--- config.mk ---
export PLATFORM = sky130hd
export DESIGN_NAME = tmc_top
export DESIGN_NICKNAME = d
export VERILOG_FILES = /design/src/pkg/tmc_pkg.sv /design/src/tmc_sync_edge.sv /design/src/tmc_counter.sv /design/src/tmc_top.sv
export VERILOG_INCLUDE_DIRS = /design/src /design/src/pkg
export SDC_FILE = /design/constraint.sdc
export NUM_CORES = 1
export LEC_CHECK = 0
export ABC_AREA = 1
export CAP_MARGIN = 10
export CORE_ASPECT_RATIO = 1.4
export CORE_MARGIN = 8
export CORE_UTILIZATION = 65
export DETAILED_ROUTE_END_ITERATION = 7
export DONT_BUFFER_PORTS = 1
export GPL_ROUTABILITY_DRIVEN = 0
export PLACE_DENSITY = 0.81
export SLEW_MARGIN = 20
export SYNTH_ARGS = -nofsm -noshare
export SYNTH_HDL_FRONTEND = slang
export SYNTH_SLANG_ARGS = --single-unit
--- constraint.sdc ---
create_clock -name hclk -period 4.2 [get_ports hclk]
set_clock_uncertainty 0.05 [all_clocks]
set_input_delay 0.21 -clock hclk [delete_from_list [all_inputs] [get_ports hclk]]
set_output_delay 0.21 -clock hclk [all_outputs]
set_load 0.03 [all_outputs]
--- src/pkg/tmc_consts.svh ---
// register map, field positions and reset values of the timer mode control
// assumes a 32-bit byte-addressed slave; included by the top module and the bench
`ifndef TMC_CONSTS_SVH
`define TMC_CONSTS_SVH

`define TMC_CTRL_OFS    8'h00
`define TMC_PERIOD_OFS  8'h04
`define TMC_COUNT_OFS   8'h08
`define TMC_STATUS_OFS  8'h0c

`define TMC_ON_BIT      0
`define TMC_MODE_LSB    8
`define TMC_MODE_MSB    12
`define TMC_ST_ACT_BIT  0
`define TMC_ST_RUN_BIT  1

`define TMC_ON_RST      1'b0
`define TMC_MODE_RST    5'h00
`define TMC_PERIOD_RST  8'hff
`define TMC_WORD_SIZE   3'h2

`endif

--- src/pkg/tmc_pkg.sv ---
// types shared by the timer mode control design
// assumes nothing beyond a SystemVerilog compiler
package tmc_pkg;

  typedef enum logic [1:0] {
    TMC_FREE    = 2'b00,
    TMC_ONESHOT = 2'b01,
    TMC_MONO    = 2'b10,
    TMC_RSVD    = 2'b11
  } tmc_class_t;

  typedef enum logic [1:0] {
    TMC_IDLE   = 2'b00,
    TMC_BUSY   = 2'b01,
    TMC_NONSEQ = 2'b10,
    TMC_SEQ    = 2'b11
  } tmc_htrans_t;

endpackage

--- src/tmc_sync_edge.sv ---
// two-flop synchroniser for the external reset/trigger pin with edge detect
// assumes the pin is asynchronous to hclk
`timescale 1ns/1ps
`default_nettype none

module tmc_sync_edge (
  input  wire logic clk,
  input  wire logic rst_n,
  input  wire logic pin,
  output logic      level,
  output logic      rise,
  output logic      fall
);

  logic meta_r;
  logic sync_r;
  logic prev_r;

  always_ff @(posedge clk or negedge rst_n) begin
    if (!rst_n) begin
      meta_r <= 1'b0;
      sync_r <= 1'b0;
      prev_r <= 1'b0;
    end else begin
      meta_r <= pin;
      sync_r <= meta_r;
      prev_r <= sync_r;
    end
  end

  // edges come from the second and third flops, never the first
  assign level = sync_r;
  assign rise  = sync_r & ~prev_r;
  assign fall  = ~sync_r & prev_r;

endmodule

`default_nettype wire

--- src/tmc_counter.sv ---
// up counter with synchronous clear and period compare
// assumes clear and increment come from logic on the same clock
`timescale 1ns/1ps
`default_nettype none

module tmc_counter #(
  parameter int unsigned W = 8
) (
  input  wire logic         clk,
  input  wire logic         rst_n,
  input  wire logic         clr,
  input  wire logic         inc,
  input  wire logic [W-1:0] period,
  output logic      [W-1:0] count_r,
  output logic              match
);

  always_ff @(posedge clk or negedge rst_n) begin
    if (!rst_n) begin
      count_r <= '0;
    end else if (clr) begin
      count_r <= '0;
    end else if (inc) begin
      count_r <= count_r + 1'b1;
    end
  end

  assign match = (count_r == period);

endmodule

`default_nettype wire

--- src/tmc_top.sv ---
// timer mode control: mode select, start/reset/stop logic, AHB-Lite registers
// assumes a single AHB-Lite master; ext_reset_trigger is an asynchronous pin
//
// Overview of operation
// mode 00/000: counter runs while run-enable set, halts when cleared.
// modes 001/010: count only with run-enable and trigger high / low.
// modes 011/100/101: any/rising/falling trigger edge resets a running counter.
// modes 110/111: held reset while trigger low/high, that level stops it.
// one-shot 000: starts on run-enable, stops after period match.
// one-shot 001/010/011: start needs run-enable plus rising/falling/any edge.
// one-shot 100/101: edge starts, further same-polarity edge resets count.
// one-shot 110/111: rise/fall starts, reset while trigger low/high.
// monostable 001/010/011: edge starts, 000 reserved, stops after match.
// class 10 110/111 level start and reset; 100, 101, class 11 reserved.
// edge-start modes never start without a fresh edge after run-enable.
// one-shot match: next clock clears run-enable, counter stops at zero.
// monostable match: next clock stops counter at zero, run-enable kept.
// counter increments each clock while active, compared with period each cycle.
//
// The register addresses and register access over AHB-Lite were decided locally.
`timescale 1ns/1ps
`default_nettype none
`include "tmc_consts.svh"

module tmc_top
  import tmc_pkg::*;
#(
  parameter int unsigned W = 8
) (
  input  wire logic         hclk,
  input  wire logic         hresetn,
  input  wire logic         hsel,
  input  wire logic [31:0]  haddr,
  input  wire logic [1:0]   htrans,
  input  wire logic         hwrite,
  input  wire logic [2:0]   hsize,
  input  wire logic [31:0]  hwdata,
  input  wire logic         hready,
  input  wire logic         ext_reset_trigger,
  output logic      [31:0]  hrdata,
  output logic              hreadyout,
  output logic              hresp,
  output logic      [W-1:0] count_value
);

  logic         on_r;
  logic         on_nxt;
  logic [4:0]   mode_r;
  logic [W-1:0] period_r;
  logic         running_r;
  logic         running_nxt;
  logic         wr_pend_r;
  logic         rd_pend_r;
  logic [7:0]   ap_addr_r;
  logic         ers;
  logic         rise;
  logic         fall;
  logic         match;

  // bus slave: writes are zero-wait, reads take one wait state
  wire ap_take = hsel & hready & (tmc_htrans_t'(htrans) == TMC_NONSEQ |
                                   tmc_htrans_t'(htrans) == TMC_SEQ);
  wire ap_ok   = (haddr[31:8] == 24'h000000) & (hsize == `TMC_WORD_SIZE);
  wire wr_ctrl = wr_pend_r & (ap_addr_r == `TMC_CTRL_OFS);
  wire wr_per  = wr_pend_r & (ap_addr_r == `TMC_PERIOD_OFS);

  always_ff @(posedge hclk or negedge hresetn) begin
    if (!hresetn) begin
      wr_pend_r <= 1'b0;
      rd_pend_r <= 1'b0;
      ap_addr_r <= 8'h00;
    end else begin
      wr_pend_r <= ap_take & hwrite & ap_ok;
      rd_pend_r <= ap_take & ~hwrite;
      if (ap_take) begin
        ap_addr_r <= ap_ok ? haddr[7:0] : 8'hff;
      end
    end
  end

  // mode decode
  wire [2:0]  lo       = mode_r[2:0];
  tmc_class_t cls;
  assign cls = tmc_class_t'(mode_r[4:3]);

  wire is_free  = (cls == TMC_FREE);
  wire is_os    = (cls == TMC_ONESHOT);
  // monostable range
  wire is_mono  = (cls == TMC_MONO) & (lo != 3'h0) & (lo <= 3'h3);
  // level one-shot, rest reserved
  wire is_lvl   = (cls == TMC_MONO) & (lo[2:1] == 2'b11);
  wire trig_md  = is_os | is_mono | is_lvl;

  wire any_edge   = rise | fall;
  wire start_rise = (lo == 3'h1) | (lo == 3'h4) | (lo == 3'h6);
  // edge start select
  wire edge_evt   = (lo == 3'h0) ? 1'b1 :
                    (lo == 3'h3) ? any_edge :
                    start_rise   ? rise : fall;
  // level start
  wire start_evt  = is_lvl ? (lo[0] ? ~ers : ers) : edge_evt;

  // level reset
  // one-shot level reset
  wire lvl_reset  = (is_free | is_os | is_lvl) &
                    (((lo == 3'h6) & ~ers) | ((lo == 3'h7) & ers));
  // edge reset
  wire edg_reset  = (is_free & (((lo == 3'h3) & any_edge) |
                                ((lo == 3'h4) & rise) | ((lo == 3'h5) & fall))) |
                    // retrigger reset
                    (is_os & (((lo == 3'h4) & rise) | ((lo == 3'h5) & fall)));

  // hardware gate
  wire free_gate  = (lo == 3'h1) ? ers : (lo == 3'h2) ? ~ers : 1'b1;
  // software gate
  wire free_run   = is_free & on_r & free_gate & ~lvl_reset;
  wire active     = free_run | (trig_md & running_r & on_r & ~lvl_reset);
  wire trig_done  = trig_md & active & match;
  // count and compare
  wire cnt_clr    = lvl_reset | edg_reset | (active & match);
  wire cnt_inc    = active & ~match & ~edg_reset;

  // fresh edge needed
  // software start
  assign running_nxt = (~trig_md | ~on_r) ? 1'b0 :
                       trig_done          ? 1'b0 :
                       start_evt          ? 1'b1 : running_r;

  // one-shot clears enable; R13 monostable keeps it
  // a software write in the same cycle beats the hardware clear
  assign on_nxt = wr_ctrl ? hwdata[`TMC_ON_BIT] :
                  (trig_done & (is_os | is_lvl)) ? 1'b0 : on_r;

  always_ff @(posedge hclk or negedge hresetn) begin
    if (!hresetn) begin
      on_r      <= `TMC_ON_RST;
      mode_r    <= `TMC_MODE_RST;
      period_r  <= W'(`TMC_PERIOD_RST);
      running_r <= 1'b0;
    end else begin
      on_r      <= on_nxt;
      running_r <= running_nxt;
      if (wr_ctrl) begin
        mode_r <= hwdata[`TMC_MODE_MSB:`TMC_MODE_LSB];
      end
      if (wr_per) begin
        period_r <= hwdata[W-1:0];
      end
    end
  end

  // read data sampled in the wait cycle so a preceding write is visible
  wire [31:0] rd_ctrl = {19'h0, mode_r, 7'h0, on_r};
  wire [31:0] rd_stat = {30'h0, running_r, active};
  wire [31:0] rd_mux  = (ap_addr_r == `TMC_CTRL_OFS)   ? rd_ctrl :
                        (ap_addr_r == `TMC_PERIOD_OFS) ? 32'(period_r) :
                        (ap_addr_r == `TMC_COUNT_OFS)  ? 32'(count_value) :
                        (ap_addr_r == `TMC_STATUS_OFS) ? rd_stat : 32'h00000000;

  always_ff @(posedge hclk or negedge hresetn) begin
    if (!hresetn) begin
      hrdata <= 32'h00000000;
    end else if (rd_pend_r) begin
      hrdata <= rd_mux;
    end
  end

  assign hreadyout = ~rd_pend_r;
  assign hresp     = 1'b0;

  tmc_sync_edge u_sync (
    .clk   (hclk),
    .rst_n (hresetn),
    .pin   (ext_reset_trigger),
    .level (ers),
    .rise  (rise),
    .fall  (fall)
  );

  tmc_counter #(
    .W (W)
  ) u_cnt (
    .clk     (hclk),
    .rst_n   (hresetn),
    .clr     (cnt_clr),
    .inc     (cnt_inc),
    .period  (period_r),
    .count_r (count_value),
    .match   (match)
  );
endmodule

`default_nettype wire

* After elaboration in Yosys (flattened, before gate mapping)
Cells that the tools add are included.
Word-level totals: bits of input ports 75, bits in registers 68
Operators by class: $lt $le $gt $ge 1, reduce and logical (&&, ||, !) cells 8, mux-type cells 19, bitwise gates (word level) 60, eq/ne operators 17, add/sub/neg operators 1
Operators by type and width (count):
- $mux W8 | 5
- $and A1 B1 Y1 | 33
- $logic_not A24 Y1 | 1
- $or A1 B1 Y1 | 18
- $eq A8 B4 Y1 const B | 2
- $mux W13 | 1
- $eq A3 B3 Y1 const B | 4
- $mux W1 | 12
- $eq A3 B2 Y1 const B | 3
- $not A1 Y1 | 9
- $add A8 B1 Y8 const B | 1
- $eq A2 B2 Y1 const B | 4
- $eq A8 B3 Y1 const B | 1
- $eq A8 B8 Y1 | 1
- $logic_not A8 Y1 | 1
- $reduce_bool A3 Y1 | 2
- $reduce_bool A2 Y1 | 2
- $eq A3 B1 Y1 const B | 1
- $le A3 B2 Y1 const B | 1
- $logic_not A3 Y1 | 1
- $eq A2 B1 Y1 const B | 1
- $logic_not A2 Y1 | 1
- $mux W2 | 1

* Logic depth before layout (Yosys ltp)
Gate-level depths: netlist of run 1.
word-level depth 14, mapped depth 11, gate-level depth less buffers 11

* By module
Synthesis of run 1 repeated with hierarchy kept, for this count alone.
Second synthesis, totals: cells, all modules 330, area total of the unflattened synthesis 2813.9 um2
Modules (own cells, without submodules):
- tmc_top | seq. area each 960.9 um2, area an instance 2169.6 um2, instances 1, cells each 250
- tmc_counter | seq. area each 200.2 um2, area an instance 554.3 um2, instances 1, cells each 73
- tmc_sync_edge | seq. area each 75.1 um2, area an instance 90.1 um2, instances 1, cells each 7

* Least setup slack after synthesis of run 1
No wires, ideal clock.
path type register to register, start register u_cnt.count_r[2], end register u_cnt.count_r[2], setup slack 2609 ps, data arrival time 1422 ps, period minus slack after synthesis 1591 ps, data required time 4032 ps, stages on the path, launching flop included 9, library setup time 118 ps, buffers on the path 1, cell sequence dfrtp_1 -> clkbuf_1 -> xor2_1 -> nor2_1 -> nand2_1 -> nor2_1 -> nand3_2 -> nand4_1 -> nand2_1
On the way: longest elaborated chain between the ends 5, elaborated cells between the ends (all ways) 10
Ends and longest elaborated chain:
- start, declared | RTL line tmc_counter.sv:14 | output logic [W-1:0] count_r,
- start signal, assigned | RTL line tmc_counter.sv:24 | count_r <= count_r + 1'b1;
- parallel branches: the longest is 5 deep, another holds $add A8 B1 Y8
Several ways; the timed one is not identified. The select of a mux whose other input is x is not followed. A chain may end at the register's enable or synchronous reset.

* Final worst setup path of run 1
start register ap_addr_r[6], end register period_r[6]
On the way: longest elaborated chain between the ends 2
Ends and longest elaborated chain:
- start, declared | RTL line tmc_top.sv:54 | logic [7:0] ap_addr_r;
- start signal, assigned | RTL line tmc_top.sv:76 | ap_addr_r <= ap_ok ? haddr[7:0] : 8'hff;
- $eq A8 B3 Y1 (no source line)
- $and A1 B1 Y1 | RTL line tmc_top.sv:65 | wire wr_per = wr_pend_r & (ap_addr_r == `TMC_PERIOD_OFS);
- end signal, assigned | RTL line tmc_top.sv:138 | period_r <= W'(`TMC_PERIOD_RST);
- end signal, assigned | RTL line tmc_top.sv:147 | period_r <= hwdata[W-1:0];
- end, declared | RTL line tmc_top.sv:49 | logic [W-1:0] period_r;
No other way between the ends.

==> results of run 1 <==
-- worst max-delay path by stage --
stage | startpoint | endpoint | slack, ns | cells past startpoint
final | ap_addr_r[6] | period_r[6] | 2.33 | 8
after floorplan | u_cnt.count_r[2] | u_cnt.count_r[2] | 2.61 | 8
after global routing | ap_addr_r[6] | period_r[7] | 2.13 | 7
after CTS | ap_addr_r[7] | period_r[7] | 2.31 | 7
after global placement | ap_addr_r[6] | period_r[6] | 2.36 | 8
after detailed placement | ap_addr_r[6] | period_r[6] | 2.35 | 8
-- synthesized netlist by cell type, drive strengths merged (2+ instances only) --
library cell	n
xor2	13
xnor2	2
nor2	34
clkbuf	7
o22ai	2
nand3b	2
nor4	6
o21bai	2
ha	3
a22oi	8
nand3	22
dfstp	8
nor3	3
buf	25
nand4	16
o21ai	9
nand2	107
inv	37
dfrtp	41
a21oi	6
-- report_power, final --
| group | switching, W | total, W | internal (W) |
|---|---|---|---|
| clock | 0.000166 | 0.000405 | 0.000240 |
| combinational | 0.0000459 | 0.0000653 | 0.0000194 |
| sequential | 0.00000804 | 0.000485 | 0.000477 |
-- what timing repair did --
action,in CTS,in global routing
hold buffers,17,0
endpoints found under the setup margin,0,0
endpoints found under the hold margin,65,0
-- registers in the layout, indices dropped and copies added, names as in the netlist --
| signal | count |
|---|---|
| ap_addr_r | 8 |
| u_sync.prev_r | 1 |
| hrdata | 13 |
| wr_pend_r | 1 |
| mode_r | 5 |
| u_sync.level | 1 |
| running_r | 1 |
| u_cnt.count_r | 8 |
| on_r | 1 |
| rd_pend_r | 1 |
| u_sync.meta_r | 1 |
| period_r | 8 |
-- final cells by class --
| type | count | share of cell area, % |
|---|---|---|
| multi-input cells | 259 | 43.0 |
| repair buffers | 17 | 6.02 |
| well taps | 60 | 2.41 |
| clock inverters | 3 | 2.21 |
| inverters | 37 | 4.53 |
| flip-flops and latches | 49 | 39.6 |
| clock buffers | 5 | 2.21 |
-- metrics by stage --
step,instance area [um2],util (%),instances,hold WS [ns],total power [W]
floorplan,2930,-,377,-0.136,0.000544
global placement,2790,65.9,405,-0.134,0.000533
detailed placement,2790,65.9,405,-0.134,0.000534
CTS,3120,73.6,430,0.0163,0.000963
global route,3120,73.6,430,0.0283,0.000983
finish,3120,73.6,430,0.0203,0.000955
-- cell families (layout without fill, tap and decap cells) --
logic type,Yosys count,count (layout),share of synthesized area (%)
other cells,1,20,0.131
flops,49,49,43.3
compound gates,28,28,6.52
fa+ha+maj,3,3,1.31
simple gates,193,193,31.8
buf+inv,69,62,12.3
xor+xnor,15,15,4.60
-- metal layers --
metal,vias to the layer above,global-route usage [%]
met1,1076,22.0
met3,14,5.30
li1,1128,-
met4,0,6.84
met5,-,0
met2,109,34.3
==> results.txt, run 1 <==
PwrDens: 306 nW/um2
Die W: 72.0 um
P_leak: 1.61 nW
Synthesized flop and latch total: 49
R2R setup slack: 2.33 ns
Vias in the first global route: 2,402
R2R Path Start: ap_addr_r[6]
Crit path buf inv count: 3
Layout cells sized above 1: 10.8%
Wl on met1: 2570 um
Max clock buf depth: 2
Post-route ant nets: 0
Top post-synthesis cells by area: dfrtp_1 36%, nand2_1 13%, dfstp_2 7.4%
Library cells used by synthesis: 39
Worst EP arrival: 2.06 ns
Yosys warns: 0
Vias per cell: 5.41
Crit start category: flop
CP top delay family: simple AND/OR/NAND/NOR gates
Min-delay worst type: input pin to flop
Initial antenna violation count: 0
Post-synth EDFFs: 0
CTS H-tree depth: 2
Clk root buf: clkbuf_8
Sequential cell area: 1240 um2
Hold Path Sink: wr_pend_r
Core ar.: 4240 um2
Drt pass-1 iters: 5
Worst Hold Path Cells: 1
Met3 wire length: 531 um
Routed length per instance: 15.3 um
ANT cells: 0
R2R depth: 8
Max layer used: met4
TritonCTS Buffers: 5
Die ar.: 6800 um2
Sinks on Clock Net: 49
P&R area growth vs syn: 9.11%
I/O Buffers: 0
CP max stage cell: dfrtp_1
Reg-to-Reg End: period_r[6]
CTS tree: done
Prevailing post-synth register cell: dfrtp_1
Least-Margin Pin Slew: 0.745 ns
Setup WS post-layout: 2.33 ns
VDD IR max: 0.000287 V
Most frequent cells in the layout: 102 x nand2_1, 41 x dfrtp_1, 30 x inv_1, 30 x nor2_1, 20 x conb_1
Metal2 WL: 3330 um
CTS clk-pin slew, worst paths: 0.09 ns
Dominant cell type by area after synthesis: dfrtp_1
Status: complete, no violations
Fin. Hold Viols: 0
Initial drt markers: 190
Post-CTS Repair Setup Buffers: 0
Fin crit period: 1.87 ns
FP Rows: 28
Syn Area/Cell: 7.98 um2
Starting Density: 67.4%
Share of the synthesized area in the top cell type: 35.9%
Delay of the slowest cell on the worst path: 0.37 ns
Ports placed on the boundary: 117
DR vias: 2,327
Multi-input gate area: 1340 um2
Resize count post-CTS: 0
CP max FO: 13
Post-Syn Instances: 358
Tot GR Track Use: 19.5%
Rel. slew slack: 50.3%
Setup WS pre-CTS: 2.35 ns
Detailed placement HPWL: 4800 um
Fillers: 316
Final period util: 44.6%
Req. time, crit path: 4.38 ns
Pin count of the biggest net entering global routing: 50
Seq/Total Area, Yosys: 43.3%
DRC viols: 0
DIE HEIGHT: 94.5 um
RSZ-0062 raised after global routing: false
Commonest non-fill, non-tap cell in the layout: nand2_1
Critical path class: flop to flop
Global-route wire length before repair: 10,800 um
Clk Latency, worst-skew pair: 0.30 ns
CP dominant cell by count: inv_1
Max Slew Vio Count: 0
Critical path cell sequence: inv_1, nand4_2, inv_1, nand4_1, inv_1, nand2_1, nor2_1, a21oi_1
Drt total wl: 6570 um
Global route overflow: 0
Async S/R FF share, synth: 100%
Fmax: 0.534 GHz
CP endpoint kind: flop
Final net count: 447
Setup TNS: 0 ns
Max_cap viols: 0
Hold Crit Start: hwrite
Post-synthesis cell area: 2860 um2
Setup violations, final: 0
(Power assumes the default switching activity.)
==> run 2, diff against run 1 <==
--- a/config.mk
+++ b/config.mk
@@ -10,11 +10,11 @@
 export CAP_MARGIN = 10
 export CORE_ASPECT_RATIO = 1.4
 export CORE_MARGIN = 8
-export CORE_UTILIZATION = 65
+export CORE_UTILIZATION = 57
 export DETAILED_ROUTE_END_ITERATION = 7
 export DONT_BUFFER_PORTS = 1
 export GPL_ROUTABILITY_DRIVEN = 0
-export PLACE_DENSITY = 0.81
+export PLACE_DENSITY = 0.75
 export SLEW_MARGIN = 20
 export SYNTH_ARGS = -nofsm -noshare
 export SYNTH_HDL_FRONTEND = slang
==> constraint.sdc (replaced) <==
create_clock -name hclk -period 1.7 [get_ports hclk]
set_clock_uncertainty 0.05 [all_clocks]
set_input_delay 0.085 -clock hclk [delete_from_list [all_inputs] [get_ports hclk]]
set_output_delay 0.085 -clock hclk [all_outputs]
set_load 0.03 [all_outputs]
==> run 2 against run 1 <==
Via count up 7.3%. Worst setup slack worse by 2.3 ns. Sequential cell count did not move. Global-route usage fell by 0.39 points. Highest routed layer unchanged. Cell count is 8.6% higher. Critical path type unchanged. Hold slack improved by 0.10 ns. Clock power rose by 100%.
==> results.txt, run 2 (same netlist as run 1, synthesis figures left out) <==
Global-route wire length before repair: 11,400 um
Setup violations, final: 0
Die W: 75.8 um
Detailed placement HPWL: 5110 um
Commonest non-fill, non-tap cell in the layout: nand2_1
Fillers: 380
Max reg flops: 13
Ports placed on the boundary: 117
Min-delay worst type: input pin to flop
Max Slew Vio Count: 0
Multi-input gate area: 1380 um2
VDD IR max: 0.000492 V
Initial drt markers: 222
TritonCTS Buffers: 5
Max_cap viols: 0
Sequential share of power: 54.5%
Drt pass-1 iters: 4
Most frequent cells in the layout: 101 x nand2_1, 36 x dfrtp_1, 29 x nor2_1
Layout cells sized above 1: 18.6%
DRC viols: 0
Final period util: 97.6%
Hold Crit Start: haddr[30]
Worst Setup SP: u_sync.level
Starting Density: 59.0%
R2R Path Start: u_sync.level
Clk root buf: clkbuf_8
Fin crit period: 1.66 ns
Final net count: 480
Setup TNS: 0 ns
Sequential cell area: 1240 um2
Setup WS pre-CTS: 0.0368 ns
P&R area growth vs syn: 19.2%
Vias per cell: 5.35
Switching power: 0.000517 W
Clock power share: 37.0%
Dpl cell area: 2940 um2
Pwr Total: 0.00219 W
DIE HEIGHT: 99.8 um
Status: complete, no violations
Sinks on Clock Net: 49
P_leak: 1.77 nW
Post-route ant nets: 0
Initial antenna violation count: 0
Tot GR Track Use: 19.1%
I/O Buffers: 0
Routed length per instance: 15.5 um
Drt total wl: 7230 um
Req. time, crit path: 1.83 ns
CTS clk-pin slew, worst paths: 0.09 ns
Crit start category: flop
Rel. slew slack: 58.5%
Fmax: 0.603 GHz
Core ar.: 4840 um2
Critical path cell sequence: buf_4, xnor2_1, nand2_2, nand2_2, nor2_8, buf_4, nand4_1, nand2_1
Switching power share of the total: 23.6%
CTS H-tree depth: 2
CP max stage cell: dfrtp_1
PwrDens: 644 nW/um2
Global route overflow: 0
DR vias: 2,498
Critical path class: flop to flop
Vias in the first global route: 2,508
Post-route cell area: 3410 um2
Internal: 0.00168 W
FP Rows: 30
Clk Latency, worst-skew pair: 0.29 ns
Max clock buf depth: 2
CP endpoint kind: flop
Die ar.: 7570 um2
Fin. Hold Viols: 0
Placed insts: 428
ANT cells: 0
CP max FO: 8
Setup WS post-layout: 0.0411 ns
Least-Margin Pin Slew: 0.621 ns
Post-Layout Cell Count: 467
Reg with most FFs: hrdata
CTS tree: done
Pin count of the biggest net entering global routing: 50
Combinational power share: 8.5%
Worst EP arrival: 1.79 ns
Delay of the slowest cell on the worst path: 0.41 ns
-- run 2: layout make-up --
type	instances	area share (%)
clock buffers	5	2.02
clock inverters	3	1.21
inverters	37	4.22
multi-input cells	260	40.6
flip-flops and latches	49	36.5
well taps	64	2.35
repair buffers	49	13.2
-- run 2: path summary, 6_finish.rpt --
| path | endpoint | slack, ns | depth (start not counted) |
|---|---|---|---|
| min in group asynchronous | u_sync.level | 0.24 | 2 |
| min reg2reg | u_sync.level | 0.32 | 0 |
| max in group asynchronous | period_r[4] | 1.07 | 2 |
| min | ap_addr_r[3] | 0.12 | 4 |
| max | u_cnt.count_r[2] | 0.04 | 8 |
| max reg2reg | u_cnt.count_r[2] | 0.04 | 8 |
-- run 2: worst max-delay path: cells and delay by family, from the launching register on --
kind	cells	cell delay, ns
XOR/XNOR	1	0.26
buffers and inverters	2	0.34
AND/OR/NAND/NOR	5	0.48
flip-flops	1	0.41
-- run 2: metrics by stage --
stage                     util (%)  hold slack (ns)
final                         70.3            0.123
after global placement        60.7           -0.259
after CTS                     68.7            0.105
after global routing          70.3            0.141
after detailed placement      60.7           -0.258
after floorplan                  -           -0.261
-- run 2: power by group through the flow --
stage	logic, W	registers [W]	clock network, W
5_1_grt	0.000202	0.00120	0.000869
6_report	0.000187	0.00119	0.000812
3_3_place_gp	0.000104	0.00122	0
2_1_floorplan	0.000129	0.00122	0
3_5_place_dp	0.000105	0.00122	0
4_1_cts	0.000182	0.00119	0.000820
-- run 2: timing repair --
item / CTS / global route
hold buffers: 25 / 0
setup endpoints to repair: 2 / 19
setup buffers: 1 / 4
resized for setup: 0 / 14
endpoints found under the hold margin: 74 / 0
gates cloned: 0 / 1
pin swaps: 1 / 5
-- run 2: layer usage --
layer | routed length [um] | track usage, % | part of all wire [%] | vias up
met5 | 0 | 0 | 0 | -
met4 | 191 | 6.84 | 2.6 | 0
met3 | 607 | 4.19 | 8.4 | 21
met2 | 3660 | 32.5 | 51 | 137
met1 | 2780 | 22.2 | 38 | 1146
li1 | - | - | - | 1194
==> run 3, diff against run 2 <==
--- a/config.mk
+++ b/config.mk
@@ -10,11 +10,10 @@
 export CAP_MARGIN = 10
 export CORE_ASPECT_RATIO = 1.4
 export CORE_MARGIN = 8
-export CORE_UTILIZATION = 57
+export CORE_UTILIZATION = 45
 export DETAILED_ROUTE_END_ITERATION = 7
 export DONT_BUFFER_PORTS = 1
 export GPL_ROUTABILITY_DRIVEN = 0
-export PLACE_DENSITY = 0.75
 export SLEW_MARGIN = 20
 export SYNTH_ARGS = -nofsm -noshare
 export SYNTH_HDL_FRONTEND = slang
==> run 3 against run 2 <==
Non-clock buffer count down 4. Critical path type unchanged. Power is 8.0% higher. First-iteration DRC count fell by 41%.
==> results.txt, run 3 (same netlist as run 1, synthesis figures left out) <==
Core ar.: 6170 um2
Worst Setup SP: mode_r[4]
Sinks on Clock Net: 49
Final net count: 476
CTS clk-pin slew, worst paths: 0.10 ns
CP max stage cell: dfrtp_2
CP max FO: 9
Pin count of the biggest net entering global routing: 50
Max Slew Vio Count: 0
Pwr Total: 0.00237 W
P_leak: 1.76 nW
Routed length per instance: 15.1 um
Die ar.: 9190 um2
Vias in the first global route: 2,452
Max reg flops: 13
Least-Margin Pin Slew: 0.604 ns
Fin. Hold Viols: 0
Crit path buf inv count: 0
Vias per cell: 5.10
PwrDens: 694 nW/um2
Clk root buf: clkbuf_8
Req. time, crit path: 1.84 ns
Layout cells sized above 1: 17.0%
DR vias: 2,401
Detailed placement HPWL: 5300 um
Final period util: 96.6%
P&R area growth vs syn: 19.4%
Status: complete, no violations
Clk Latency, worst-skew pair: 0.31 ns
Critical path class: flop to flop
CP top delay family: simple AND/OR/NAND/NOR gates
Reg with most FFs: hrdata
Dpl cell area: 2950 um2
Drt total wl: 7120 um
Fmax: 0.609 GHz
Rel. slew slack: 59.6%
Global route overflow: 0
CTS H-tree depth: 2
Starting Density: 46.3%
Tot GR Track Use: 15.0%
Post-route cell area: 3410 um2
Worst hold margin: 0.0946 ns
DIE HEIGHT: 110 um
RSZ-0062 raised after global routing: true
ANT cells: 0
Delay of the slowest cell on the worst path: 0.48 ns
Fin crit period: 1.64 ns
Global-route wire length before repair: 11,400 um
Post-route ant nets: 0
TritonCTS Buffers: 5
Die W: 83.4 um
R2R Path Start: mode_r[4]
Commonest non-fill, non-tap cell in the layout: nand2_1
Min-delay worst type: input pin to flop
Hold Crit Start: haddr[30]
Fillers: 587
FP Rows: 34
Initial antenna violation count: 0
VDD IR max: 0.000623 V
CTS tree: done
I/O Buffers: 0
Crit start category: flop
DRC viols: 0
Max_cap viols: 0
Critical path cell sequence: nor3_1, o211ai_2, nand2_4, nand3_4, nand4_1, nand2_1
Ports placed on the boundary: 117
CP endpoint kind: flop
Setup violations, final: 0
Worst EP arrival: 1.78 ns
Most frequent cells in the layout: 101 x nand2_1, 39 x dfrtp_1, 29 x nor2_1
Initial drt markers: 132
Drt pass-1 iters: 4
Max clock buf depth: 2
[run 3: repair_timing]
| item | in CTS | in global routing |
|---|---|---|
| setup endpoints to repair | 3 | 21 |
| gates cloned | 0 | 1 |
| pin swaps | 0 | 6 |
| resized for setup | 2 | 9 |
| hold buffers | 25 | 0 |
| setup buffers | 0 | 1 |
| hold endpoints to repair | 74 | 0 |
[run 3: final timing paths]
| path | slack (ns) | cells after the start | to |
|---|---|---|---|
| min reg2reg | 0.32 | 0 | u_sync.level |
| max in group asynchronous | 1.07 | 2 | period_r[6] |
| max reg2reg | 0.06 | 6 | u_cnt.count_r[5] |
| min | 0.09 | 4 | ap_addr_r[6] |
| max | 0.06 | 6 | u_cnt.count_r[5] |
| min in group asynchronous | 0.22 | 2 | mode_r[0] |
[run 3: layout make-up]
type | instances | area, um2 | share of cell area (%)
multi-input combinational | 260 | 1390 | 40.7
sequential | 49 | 1240 | 36.3
timing repair buffer | 45 | 418 | 12.2
inverter | 37 | 144 | 4.22
tap | 72 | 90.1 | 2.64
clock buffer | 5 | 68.8 | 2.02
clock inverter | 3 | 65.1 | 1.91
[run 3: power by group]
part / internal [W] / leakage, nW / total [W] / switching, W
registers: 0.00118 / 0.575 / 0.00119 / 0.0000169
logic: 0.0000649 / 1.11 / 0.000186 / 0.000121
clock network: 0.000585 / 0.0681 / 0.000988 / 0.000403
[run 3: worst reg2reg max path: stages, from the launching register on]
cell	delay [ns]
dfrtp_2	0.48
nor3_1	0.27
o211ai_2	0.25
nand2_4	0.16
nand3_4	0.13
nand4_1	0.11
nand2_1	0.07
[run 3: through the flow]
stage	std cells	utilization, %	TNS [ns]	setup slack [ns]
after CTS	469	54.4	0	0.0170
after detailed placement	436	47.8	0	0.0302
after global placement	436	47.8	0	0.0618
after floorplan	377	-	0	0.109
after global routing	471	55.3	-0.202	-0.0444
final	471	55.3	0	0.0573
[run 3: layer usage]
metal,up-vias,part of all wire (%),track usage (%)
met5,-,0,0
met4,0,1.7,5.04
met3,10,6.0,4.49
met2,81,51,26.7
met1,1119,41,16.8
li1,1191,-,-
